<file path="src/core/fpmc_regs.svh">
// register offsets, field positions, reset values and timing counts for the flash power block
`ifndef FPMC_REGS_SVH
`define FPMC_REGS_SVH
`define FPMC_ADDR_W 3
`define FPMC_OFS_REQUEST 3'h2
`define FPMC_OFS_STATUS 3'h3
`define FPMC_OFS_STBY_WAIT 3'h4
`define FPMC_OFS_WAKE_WAIT 3'h5
`define FPMC_MODE_LSB 0
`define FPMC_STBY_RUN_BIT 2
`define FPMC_WAKE_RUN_BIT 3
`define FPMC_FAULT_BIT 8
`define FPMC_WAIT_LSB 0
`define FPMC_WAIT_W 9
`define FPMC_REQUEST_RST 2'h0
`define FPMC_WAIT_RST 9'h1ff
`endif

</file>
<file path="src/core/fpmc_pkg.sv">
// types for the flash power mode controller
package fpmc_pkg;
  typedef enum logic [1:0] {
    FPMC_SLEEP = 2'h0,
    FPMC_STANDBY = 2'h1,
    FPMC_RSVD = 2'h2,
    FPMC_ACTIVE = 2'h3
  } fpmc_mode_t;
  typedef enum logic [2:0] {
    FPMC_ST_IDLE = 3'h1,
    FPMC_ST_STBY = 3'h2,
    FPMC_ST_WAKE = 3'h4
  } fpmc_state_t;
  typedef struct packed {
    logic rd;
    logic wr;
    logic [2:0] addr;
    logic [15:0] wdata;
  } fpmc_req_t;
endpackage

</file>
<file path="src/core/fpmc_ctrl.sv">
// flash bank and pump power mode controller with its configuration registers
`timescale 1ns/10ps
`include "fpmc_regs.svh"
module fpmc_ctrl
  import fpmc_pkg::*;
(
  // clock and reset
  input wire logic clk,
  input wire logic rst,
  // register port
  input wire fpmc_req_t req,
  output logic [15:0] rdata,
  // protection
  input wire logic protected_write_enable,
  input wire logic security_locked,
  // pump interface
  input wire logic supply_out_of_range,
  output logic [1:0] bank_pump_mode
);

// ----------------------------------------------------------------
// decode
// ----------------------------------------------------------------
wire logic access_ok = !security_locked;
wire logic wr_ok = req.wr && access_ok && protected_write_enable;
wire logic wr_request = wr_ok && (req.addr == `FPMC_OFS_REQUEST);
wire logic wr_status = wr_ok && (req.addr == `FPMC_OFS_STATUS);
wire logic wr_stby = wr_ok && (req.addr == `FPMC_OFS_STBY_WAIT);
wire logic wr_wake = wr_ok && (req.addr == `FPMC_OFS_WAKE_WAIT);
wire logic [1:0] wr_mode = req.wdata[`FPMC_MODE_LSB +: 2];
wire logic mode_valid = (wr_mode != FPMC_RSVD);

// ----------------------------------------------------------------
// registers
// ----------------------------------------------------------------
logic [1:0] request_reg;
logic [1:0] current_reg;
logic [8:0] stby_wait_reg;
logic [8:0] wake_wait_reg;
logic [8:0] count_reg;
logic fault_reg;
fpmc_state_t state_reg;
fpmc_state_t state_next;
logic [8:0] count_next;
logic [1:0] current_next;

wire logic fault_clr = wr_status && req.wdata[`FPMC_FAULT_BIT];
wire logic fault_next = supply_out_of_range | (fault_reg & ~fault_clr);

always_ff @(posedge clk or posedge rst) begin
  if (rst) begin
    request_reg <= `FPMC_REQUEST_RST;
    stby_wait_reg <= `FPMC_WAIT_RST;
    wake_wait_reg <= `FPMC_WAIT_RST;
    fault_reg <= 1'b0;
  end else begin
    if (wr_request && mode_valid) begin
      request_reg <= wr_mode;
    end
    if (wr_stby) begin
      stby_wait_reg <= req.wdata[`FPMC_WAIT_LSB +: `FPMC_WAIT_W];
    end
    if (wr_wake) begin
      wake_wait_reg <= req.wdata[`FPMC_WAIT_LSB +: `FPMC_WAIT_W];
    end
    fault_reg <= fault_next;
  end
end

// ----------------------------------------------------------------
// transition sequencer
// ----------------------------------------------------------------
wire logic count_done = (count_reg == 9'h000);

always_comb begin
  state_next = state_reg;
  count_next = count_reg;
  current_next = current_reg;
  case (state_reg)
    FPMC_ST_IDLE: begin
      if (request_reg != current_reg) begin
        if (request_reg == FPMC_SLEEP) begin
          current_next = FPMC_SLEEP;
        end else if (current_reg == FPMC_SLEEP) begin
          state_next = FPMC_ST_STBY;
          count_next = stby_wait_reg;
        end else if (request_reg == FPMC_ACTIVE) begin
          state_next = FPMC_ST_WAKE;
          count_next = wake_wait_reg;
        end else begin
          current_next = FPMC_STANDBY;
        end
      end
    end
    FPMC_ST_STBY: begin
      if (request_reg == FPMC_SLEEP) begin
        state_next = FPMC_ST_IDLE;
        current_next = FPMC_SLEEP;
      end else if (count_done) begin
        current_next = FPMC_STANDBY;
        if (request_reg == FPMC_ACTIVE) begin
          state_next = FPMC_ST_WAKE;
          count_next = wake_wait_reg;
        end else begin
          state_next = FPMC_ST_IDLE;
        end
      end else begin
        count_next = count_reg - 9'h001;
      end
    end
    FPMC_ST_WAKE: begin
      if (request_reg != FPMC_ACTIVE) begin
        state_next = FPMC_ST_IDLE;
        if (request_reg == FPMC_SLEEP) begin
          current_next = FPMC_SLEEP;
        end
      end else if (count_done) begin
        current_next = FPMC_ACTIVE;
        state_next = FPMC_ST_IDLE;
      end else begin
        count_next = count_reg - 9'h001;
      end
    end
    default: begin
      state_next = FPMC_ST_IDLE;
    end
  endcase
end

always_ff @(posedge clk or posedge rst) begin
  if (rst) begin
    state_reg <= FPMC_ST_IDLE;
    count_reg <= 9'h000;
    current_reg <= FPMC_SLEEP;
  end else begin
    state_reg <= state_next;
    count_reg <= count_next;
    current_reg <= current_next;
  end
end

// ----------------------------------------------------------------
// read path
// ----------------------------------------------------------------
wire logic stby_running = (state_reg == FPMC_ST_STBY);
wire logic wake_running = (state_reg == FPMC_ST_WAKE);
wire logic [15:0] status_word = {7'h00, fault_reg, 4'h0, wake_running, stby_running,
  current_reg};
wire logic [15:0] rd_word =
  (req.addr == `FPMC_OFS_REQUEST) ? {14'h0000, request_reg} :
  (req.addr == `FPMC_OFS_STATUS) ? status_word :
  (req.addr == `FPMC_OFS_STBY_WAIT) ? {7'h00, stby_wait_reg} :
  (req.addr == `FPMC_OFS_WAKE_WAIT) ? {7'h00, wake_wait_reg} :
  16'h0000;

always_ff @(posedge clk or posedge rst) begin
  if (rst) begin
    rdata <= 16'h0000;
  end else if (req.rd && access_ok) begin
    rdata <= rd_word;
  end else begin
    rdata <= 16'h0000;
  end
end

assign bank_pump_mode = current_reg;

endmodule

</file>
<file path="config.mk">
export PLATFORM = sky130hd
export DESIGN_NAME = fpmc_ctrl
export DESIGN_NICKNAME = d
export VERILOG_FILES = /design/src/core/fpmc_pkg.sv /design/src/core/fpmc_ctrl.sv
export VERILOG_INCLUDE_DIRS = /design/src /design/src/core
export SDC_FILE = /design/constraint.sdc
export NUM_CORES = 1
export LEC_CHECK = 0
export BUFFER_PORTS_ARGS = -buffer_cell sky130_fd_sc_hd__buf_4
export CAP_MARGIN = 20
export CORE_MARGIN = 5
export CORE_UTILIZATION = 35
export CTS_BUF_LIST = sky130_fd_sc_hd__clkbuf_16
export CTS_CLUSTER_SIZE = 14
export DETAILED_ROUTE_END_ITERATION = 12
export GPL_ROUTABILITY_DRIVEN = 0
export GPL_TIMING_DRIVEN = 1
export MAX_ROUTING_LAYER = met4
export PLACE_DENSITY_LB_ADDON = 0.25
export SYNTH_ARGS = -nofsm -noshare
export SYNTH_HDL_FRONTEND = slang
export SYNTH_SLANG_ARGS = --single-unit
</file>
<file path="constraint.sdc">
create_clock -name clk -period 2.2 [get_ports clk]
set_input_delay 0.11 -clock clk [delete_from_list [all_inputs] [get_ports clk]]
set_output_delay 0.11 -clock clk [all_outputs]
set_load 0.005 [all_outputs]
</file>
## Word level (Yosys, flattened, before mapping)

Index checks and enable logic that the tools add are counted.

| cells by class | value |
|---|---|
| mux-type cells | 34 |
| add/subtract/negate cells | 1 |
| equal/unequal tests | 22 |
| reduce and logical (&&, ||, !) cells | 17 |
| bitwise operators | 3 |

Operator list:

| operator | number |
|---|---|
| 2-to-1 mux 9 bit | 13 |
| 2-to-1 mux 3 bit | 9 |
| one-hot mux 9 bit (3 select lines) | 1 |
| 2-to-1 mux 2 bit | 9 |
| != test 2 bit, second input constant | 7 |
| != test 3 bit, second input constant | 4 |
| equality test 3 x 2 -> 1 bit, second input constant | 3 |
| equality test 3 bit, second input constant | 3 |
| logical AND 1 bit | 9 |
| logical NOT 9 bit | 1 |
| one-hot mux 3 bit (3 select lines) | 1 |
| subtractor 9 x 1 -> 9 bit, second input constant | 1 |
| AND reduction 7 bit | 1 |
| != test 3 x 2 -> 1 bit, second input constant | 2 |
| one-hot mux 2 bit (3 select lines) | 1 |
| AND reduction 6 bit | 1 |
| AND reduction 5 bit | 1 |
| logical NOT 2 bit | 2 |
| equality test 3 x 1 -> 1 bit, second input constant | 1 |
| nonzero test 3 bit | 1 |
| equality test 2 bit, second input constant | 1 |
| != test 2 bit | 1 |
| bitwise AND 1 bit | 1 |
| logical NOT 1 bit | 1 |
| other kinds (2) | 2 |

| word-level totals | value |
|---|---|
| output and inout port bits | 18 |
| input bits | 26 |
| logic and storage cells | 85 |
| flip-flop bits (word level) | 51 |

## Longest topological paths before layout

Gate-level depths: netlist (run 1).

| logic depth | value |
|---|---|
| word-level depth | 8 |
| depth in mapped cells | 8 |
| gate-level depth less buffers | 8 |

## Least setup slack after synthesis (run 1)

OpenSTA, ideal clock, no wires.

| timing | value |
|---|---|
| kind | register -> register |
| start point | register count_reg[0] |
| end point | register count_reg[6] |
| path buffers | 0 |
| setup time | 80 ps |
| period minus slack after synthesis | 2,082 ps |
| data required time | 2,120 ps |
| cell stages (with the launch flop) | 8 |
| arrival time | 2,002 ps |
| path slack | 118 ps |
| cell sequence | dfrtp_1 -> inv_1 -> ha_1 -> or4b_2 -> or3_1 -> a22oi_1 -> a221oi_1 -> o2bb2ai_1 |

| on the way | value |
|---|---|
| cells in the longest elaborated chain, start to end | 4 |
| elaborated cells on any way between the ends | 9 |
| those cells by class | add/sub (1); eq/ne (1); mux (5); reduce/logical (2) |

Ends and longest elaborated chain:

| what | line | RTL |
|---|---|---|
| start: declaration | fpmc_ctrl.sv:40 | `logic [8:0] count_reg;` |
| start signal: assignment | fpmc_ctrl.sv:137 | `count_reg <= count_next;` |
| subtractor 9 x 1 -> 9 bit / logical NOT 9 bit (equally long branches) | fpmc_ctrl.sv:108, fpmc_ctrl.sv:121, fpmc_ctrl.sv:73 |  |
| 2-to-1 mux 9 bit (on tied branches) | fpmc_ctrl.sv:117, fpmc_ctrl.sv:99 |  |
| 2-to-1 mux 9 bit (on tied branches) | fpmc_ctrl.sv:112, fpmc_ctrl.sv:96 |  |
| one-hot mux 9 bit (3 select lines) | fpmc_ctrl.sv:79 | `case (state_reg)` |

Parallel ways exist; a longest one is shown, timed or not. The select of a mux whose other input is x is not followed.
A chain may end at the register's enable or synchronous reset.

## Worst setup path in the final report (run 1)

| timing | value |
|---|---|
| start point | register count_reg[3] |
| end point | register count_reg[7] |

Same word-level chain as after synthesis.

==> results of run 1 <==
Yosys cell counts, drive strengths merged (8+ instances only):
cell type,count
a21oi,20
buf,11
clkbuf,10
dfrtp,25
dfstp,19
inv,9
mux2,19
mux2i,9
nand2,23
nor2,13
nor3,11
o21ai,8
critical path, cell delays in order, from the launching register on:
cell and delay [ns]:
dfrtp_1 0.42, or3_4 0.44, or4_4 0.43, or2_0 0.23, a221o_1 0.33, o2bb2ai_1 0.12
final cells by class:
class | instances | area (µm²)
clock buffer | 5 | 125.1
sequential | 44 | 1125
fill | 738 | 3995
tap | 99 | 123.9
clock inverter | 3 | 20.02
timing repair buffer | 66 | 500.5
inverter | 9 | 33.78
multi-input combinational | 197 | 1369
per-stage QoR:
| stage | instance area, µm² | total power, mW | cells |
|---|---|---|---|
| floorplan | 2653 | 2.267 | 271 |
| global route | 3297 | 4.004 | 423 |
| global placement | 3119 | 2.941 | 413 |
| CTS | 3284 | 3.712 | 423 |
| finish | 3297 | 3.723 | 423 |
| detailed placement | 3119 | 2.949 | 413 |
metal layers:
metal	vias to the layer above	track usage, %	wire [µm]
met3	11	2.734	322
met2	58	23.89	3226
met1	1066	19.80	3138
li1	1088	-	-
met4	0	5.616	131
met5	-	-	0
power by group:
group / leakage [nW] / switching [mW] / total [mW] / internal (mW)
clock network: 0.0712 / 0.318 / 0.736 / 0.419
registers: 0.520 / 0.173 / 1.21 / 1.04
logic: 0.861 / 0.887 / 1.78 / 0.890
timing repair:
| item | 4_1_cts | 5_1_grt |
|---|---|---|
| setup endpoints to repair | 0 | 7 |
| hold endpoints to repair | 12 | 0 |
| setup buffers | 0 | 0 |
| hold buffers | 2 | 0 |
| gates resized for setup | 0 | 3 |
cell families (layout without fill, tap and decap cells):
kind of cell / count (synthesis) / in the layout / synth area share [%]
muxes: 28 / 28 / 11.56
adders and majority gates: 3 / 3 / 1.332
xor gates and xnor gates: 1 / 1 / 0.3331
and+or+nand+nor: 87 / 87 / 17.84
AOI/OAI and AO/OA: 71 / 71 / 19.51
other: 1 / 7 / 0.1426
DFF: 44 / 44 / 42.77
buffers and inverters: 30 / 83 / 6.517
final timing paths:
| check | startpoint | end | slack (ns) | cells past startpoint |
|---|---|---|---|---|
| worst max-delay path | count_reg[3]$_DFFE_PP0P_ | count_reg[7]$_DFFE_PP0P_ | 0.11 | 5 |
| worst min-delay path | req[2] | wake_wait_reg[2]$_DFFE_PP1P_ | 0.06 | 2 |
| worst max register to register | count_reg[3]$_DFFE_PP0P_ | count_reg[7]$_DFFE_PP0P_ | 0.11 | 5 |
| worst min register to register | fault_reg$_DFF_PP0_ | fault_reg$_DFF_PP0_ | 0.49 | 1 |
| max in group asynchronous | rst | state_reg[0]$_DFFE_PP1P_ | 1.06 | 4 |
| min in group asynchronous | rst | rdata[6]$_DFF_PP0_ | 0.38 | 3 |
==> run_results.csv, run 1 <==
group,metric,value,unit
status,outcome,"finished clean",
grt,grt_start_max_net_pins,30,
cells_and_area,layout_net_count,351,
clocking,cts-root-buf,"clkbuf_16",
sta,setup_tns,0,ns
power,powerDensity,1129,nW/µm²
cells_and_area,area_growth,25.36,%
sta,timing.max_slew.rel_slack,60.75,%
sta,fmax,478.6,MHz
placement,dpl_worst_slack,0.05017,ns
sta,hold_ws,0.06249,ns
drt,detail_route.wirelength,6.817,mm
sta,finalHoldViolations,0,
die,die_h,96.69,µm
drt,total_via_count_after_detailed_routing,2223,
die,floorplan.core_area,7292,µm²
cells_and_area,drive_above_1_share,37.04,%
worst_setup_path,signal_arrival_time_at_the_worst_endpoint,2.25,ns
synthesis,synth.distinct_cells,59,
clocking,clk-insertion-delay-late,0.29,ns
power,ir_drop,0.4552,mV
drt,antenna_left,0,
sta,worst_slack,0.1107,ns
die,placementRows,31,
sta,max_slew.worst_pin.slew,0.5851,ns
cells_and_area,most_common_cell_after_layout_fill_and_taps_aside,"buf_4",
sta,grt_setup_unrepaired,"no",
synthesis,synth-edff-count,0,
grt,grt_pass1_wl,11.55,mm
placement,hpwl,5.131,mm
synthesis,synth.top_cells.by_area,"dfrtp_1 24%, dfstp_2 19%, mux2_2 8.1%",
sta,timing.final.setup_violations,0,
worst_setup_path,biggest_fanout_along_the_worst_timing_path,5,
synthesis,synth_area,2630,µm²
grt,grt_antenna_before_repair,0,
worst_setup_path,worst_ep_required_time,2.37,ns
grt,via_count_of_the_first_global_routing_pass,2283,
clocking,h-tree-depth,2,
synthesis,ys_ff_latch,44,
clocking,cts_sink_cnt,44,
drt,remaining_drc_errors,0,
worst_hold_path,hp-class,"in -> reg",
grt,grt_util_all_layers,15.27,%
synthesis,synth-warning-count,0,
clocking,clk_pin_slew,0.06,ns
power,cellLeakagePower,1.452,nW
drt,vias_per_cell,5.255,
synthesis,area_share_of_the_largest_cell_type_after_synthesis,23.79,%
worst_setup_path,worst_setup_end_kind,"flip-flop",
sta,final.period_utilization,94.97,%
job,max_cap_violations,0,
die,io_pins,44,
drt,dr.first_iter.drc_count,115,
synthesis,netlist.top_cell.by_area,"dfrtp_1",
clocking,cts_tree,"done",
worst_setup_path,start_kind,"flip-flop",
worst_setup_path,worst_setup_path_type,"reg -> reg",
die,die-area,9348,µm²
die,chipWidth,96.69,µm
synthesis,synth_top_flop_cell,"dfrtp_1",
cells_and_area,finalCoreUtilization,45.21,%
drt,wire_per_inst,16.12,µm
sta,clock-skew-final,0.003556,ns
drt,number_of_iterations_in_the_first_detailed_routing_pass,5,
synthesis,syn_inst,265,
clocking,max-clock-path-buffers,2,
cells_and_area,n_antenna_cell,0,
grt,grt_remaining_overflow,0,
cells_and_area,most-common-layout-cells,"64 x buf_4, 25 x dfrtp_1, 23 x nand2_1",
clocking,total_clock_buffers_created_by_cts,5,
synthesis,async_flop_share,100.0,%
placement,io_buffers,29,
sta,final_period_minus_worst_setup_slack,2.089,ns
sta,maxSlewViolCount,0,
die,initial_core_utilization,36.07,%
synthesis,ys_seq_area_share,42.77,%
synthesis,post_synthesis_average_cell_area,9.925,µm²
Note: power is estimated with default switching activity, not from simulation.
==> run 2, diff against run 1 <==
--- a/config.mk
+++ b/config.mk
@@ -17,6 +17,7 @@
 export GPL_TIMING_DRIVEN = 1
 export MAX_ROUTING_LAYER = met4
 export PLACE_DENSITY_LB_ADDON = 0.25
+export REMOVE_ABC_BUFFERS = 1
 export SYNTH_ARGS = -nofsm -noshare
 export SYNTH_HDL_FRONTEND = slang
 export SYNTH_SLANG_ARGS = --single-unit
==> constraint.sdc (replaced) <==
create_clock -name clk -period 1.8 [get_ports clk]
set_input_delay 0.09 -clock clk [delete_from_list [all_inputs] [get_ports clk]]
set_output_delay 0.09 -clock clk [all_outputs]
set_load 0.005 [all_outputs]
==> run 2 against run 1 <==
- the run now ends with negative setup slack left
- non-clock buffer count is 35 higher
- sequential power rose by 21%
- power is 44% higher
- first-iteration DRC count increased by 31%
- highest routed layer unchanged
- final cell count rose by 8.3%
- fmax increased by 0.75%
- hold slack lost 0.016 ns
- count of clock-buffer cells in the layout is the same
- sequential cell count unchanged
- largest power group unchanged
- worst setup slack got worse by 0.38 ns
==> run_results.csv, run 2 (synthesized netlist as in run 1, its figures left out) <==
group,metric,value,unit
sta,setup_tns,-1.502,ns
power,powerDensity,1413,nW/µm²
worst_setup_path,series_of_cell_instances_along_the_critical_path,"or3_4, or4_4, or2_1, a221o_1, o2bb2ai_1",
worst_hold_path,min_to,"wake_wait_reg[6]$_DFFE_PP1P_",
drt,remaining_drc_errors,0,
power,cellLeakagePower,1.679,nW
sta,finalHoldViolations,0,
sta,timing.final.setup_violations,12,
die,io_pins,44,
cells_and_area,finalCoreUtilization,52.01,%
drt,vias_per_cell,5.382,
clocking,cts_sink_cnt,44,
cells_and_area,ff_latch_area,1126,µm²
die,initial_core_utilization,36.07,%
power,ir_drop,0.7115,mV
die,placementRows,31,
cells_and_area,multi_input_comb_area,1558,µm²
clocking,clk_pin_slew,0.06,ns
power,power.combinational.fraction,54.1,%
power,clock_power_share,18.7,%
placement,placed_cells,440,
worst_setup_path,worst_setup_end_kind,"flip-flop",
worst_setup_path,crit_path_slowest_cell,"or4_4",
power,pwr-share-seq,27.2,%
die,chipWidth,96.69,µm
clocking,total_clock_buffers_created_by_cts,5,
sta,final_period_minus_worst_setup_slack,2.074,ns
cells_and_area,most-common-layout-cells,"93 x buf_4, 24 x dfrtp_1, 22 x nand2_1",
drt,dr.first_iter.drc_count,151,
sta,timing.max_slew.rel_slack,63.56,%
grt,grt_util_all_layers,16.86,%
cells_and_area,layout_net_count,386,
job,max_cap_violations,0,
placement,io_buffers,29,
drt,detail_route.wirelength,7.751,mm
drt,number_of_iterations_in_the_first_detailed_routing_pass,4,
power,net-switching-power,1.946,mW
cells_and_area,fillers,668,
sta,final.period_utilization,115.2,%
worst_setup_path,worst_ep_required_time,1.96,ns
grt,grt_start_max_net_pins,45,
sta,clock-skew-final,0.003971,ns
worst_setup_path,timing.reg2reg.setup_slack,-0.27,ns
grt,grt_pass1_wl,12.61,mm
cells_and_area,area_growth,44.20,%
cells_and_area,n_antenna_cell,0,
clocking,clk-insertion-delay-late,0.28,ns
worst_setup_path,worst_r2r_path_depth,5,
die,die_h,96.69,µm
worst_setup_path,biggest_fanout_along_the_worst_timing_path,3,
drt,antenna_left,0,
grt,via_count_of_the_first_global_routing_pass,2508,
clocking,max-clock-path-buffers,2,
power,power.internal,3.413,mW
worst_setup_path,start_kind,"flip-flop",
worst_hold_path,hold-path-cell-count,2,
drt,total_via_count_after_detailed_routing,2465,
die,floorplan.core_area,7292,µm²
cells_and_area,finish.cell_count_without_fillers,458,
clocking,cts_tree,"done",
worst_hold_path,hp-class,"in -> reg",
clocking,h-tree-depth,2,
die,die-area,9348,µm²
worst_hold_path,hp-start,"req[6]",
cells_and_area,most_common_cell_after_layout_fill_and_taps_aside,"buf_4",
status,failed_checks,"negative setup slack",
worst_setup_path,signal_arrival_time_at_the_worst_endpoint,2.24,ns
cells_and_area,drive_above_1_share,51.25,%
clocking,cts-root-buf,"clkbuf_16",
worst_setup_path,worst_setup_path_type,"reg -> reg",
sta,maxSlewViolCount,0,
worst_setup_path,reg2reg_end,"count_reg[7]$_DFFE_PP0P_",
worst_setup_path,delay_contributed_by_the_slowest_stage_of_the_critical_path,0.43,ns
grt,grt_antenna_before_repair,0,
sta,worst_slack,-0.2737,ns
sta,max_slew.worst_pin.slew,0.5466,ns
status,outcome,"finished with violations",
drt,wire_per_inst,16.92,µm
worst_setup_path,crit-reg2reg-launch,"count_reg[3]$_DFFE_PP0P_",
sta,fmax,482.2,MHz
grt,grt_remaining_overflow,0,
power,power_switching_share,36.32,%
sta,grt_setup_unrepaired,"yes",
placement,hpwl,5.480,mm
## run 2: final cells by class
cell class / count / share of cell area (%)
well taps: 99 / 3.266
multi-input cells: 197 / 41.08
flip-flops and latches: 44 / 29.69
clock inverters: 3 / 0.9898
clock buffers: 5 / 3.299
inverters: 9 / 0.8908
repair buffers: 101 / 20.79
## run 2: what timing repair did
action	4_1_cts	5_1_grt
gates resized for setup	27	22
buffers inserted	6	2
pin swaps	11	13
endpoints found under the setup margin	14	14
hold endpoints to repair	26	0
hold buffers	2	0
gates cloned	1	0
## run 2: worst max path at each step
stage                                        start                  endpoint  slack (ns)
after global routing      count_reg[3]$_DFFE_PP0P_  count_reg[7]$_DFFE_PP0P_       -0.29
after floorplan           count_reg[0]$_DFFE_PP0P_  count_reg[6]$_DFFE_PP0P_       -0.28
after detailed placement  count_reg[4]$_DFFE_PP0P_  count_reg[7]$_DFFE_PP0P_       -0.32
final                     count_reg[3]$_DFFE_PP0P_  count_reg[7]$_DFFE_PP0P_       -0.27
after CTS                 count_reg[4]$_DFFE_PP0P_  count_reg[7]$_DFFE_PP0P_       -0.20
after global placement    count_reg[3]$_DFFE_PP0P_  count_reg[7]$_DFFE_PP0P_       -0.33
## run 2: power by group through the flow
stage	clock network (mW)	logic (mW)	registers, mW
after floorplan	0	1.19	1.47
after global placement	0	2.27	1.44
after detailed placement	0	2.28	1.45
after CTS	1.03	2.59	1.44
after global routing	1.07	3.10	1.49
final	1.00	2.90	1.46
## run 2: metrics by stage
step           power [mW]  area, µm²  hold slack [ns]  setup slack [ns]
2_1_floorplan       2.651       2515           0.1823           -0.2819
5_1_grt             5.663       3792          0.04720           -0.2883
6_report            5.359       3792          0.04646           -0.2737
3_3_place_gp        3.715       3322           0.2577           -0.3251
4_1_cts             5.060       3660          0.04271           -0.2048
3_5_place_dp        3.729       3322           0.2636           -0.3232
## run 2: worst max-delay path: cells and delay by family, from the launching register on
kind	cells	cell delay, ns
simple gates	3	1.09
compound gates	2	0.48
flops	1	0.39
## run 2: per-layer routing
metal / wire length, µm / share of wire [%] / vias up / GRT usage (%)
li1: - / - / 1160 / -
met1: 3429 / 44 / 1210 / 21.83
met2: 3706 / 48 / 79 / 26.27
met3: 430 / 5.5 / 16 / 3.309
met4: 184 / 2.4 / 0 / 6.048
met5: 0 / 0 / - / -
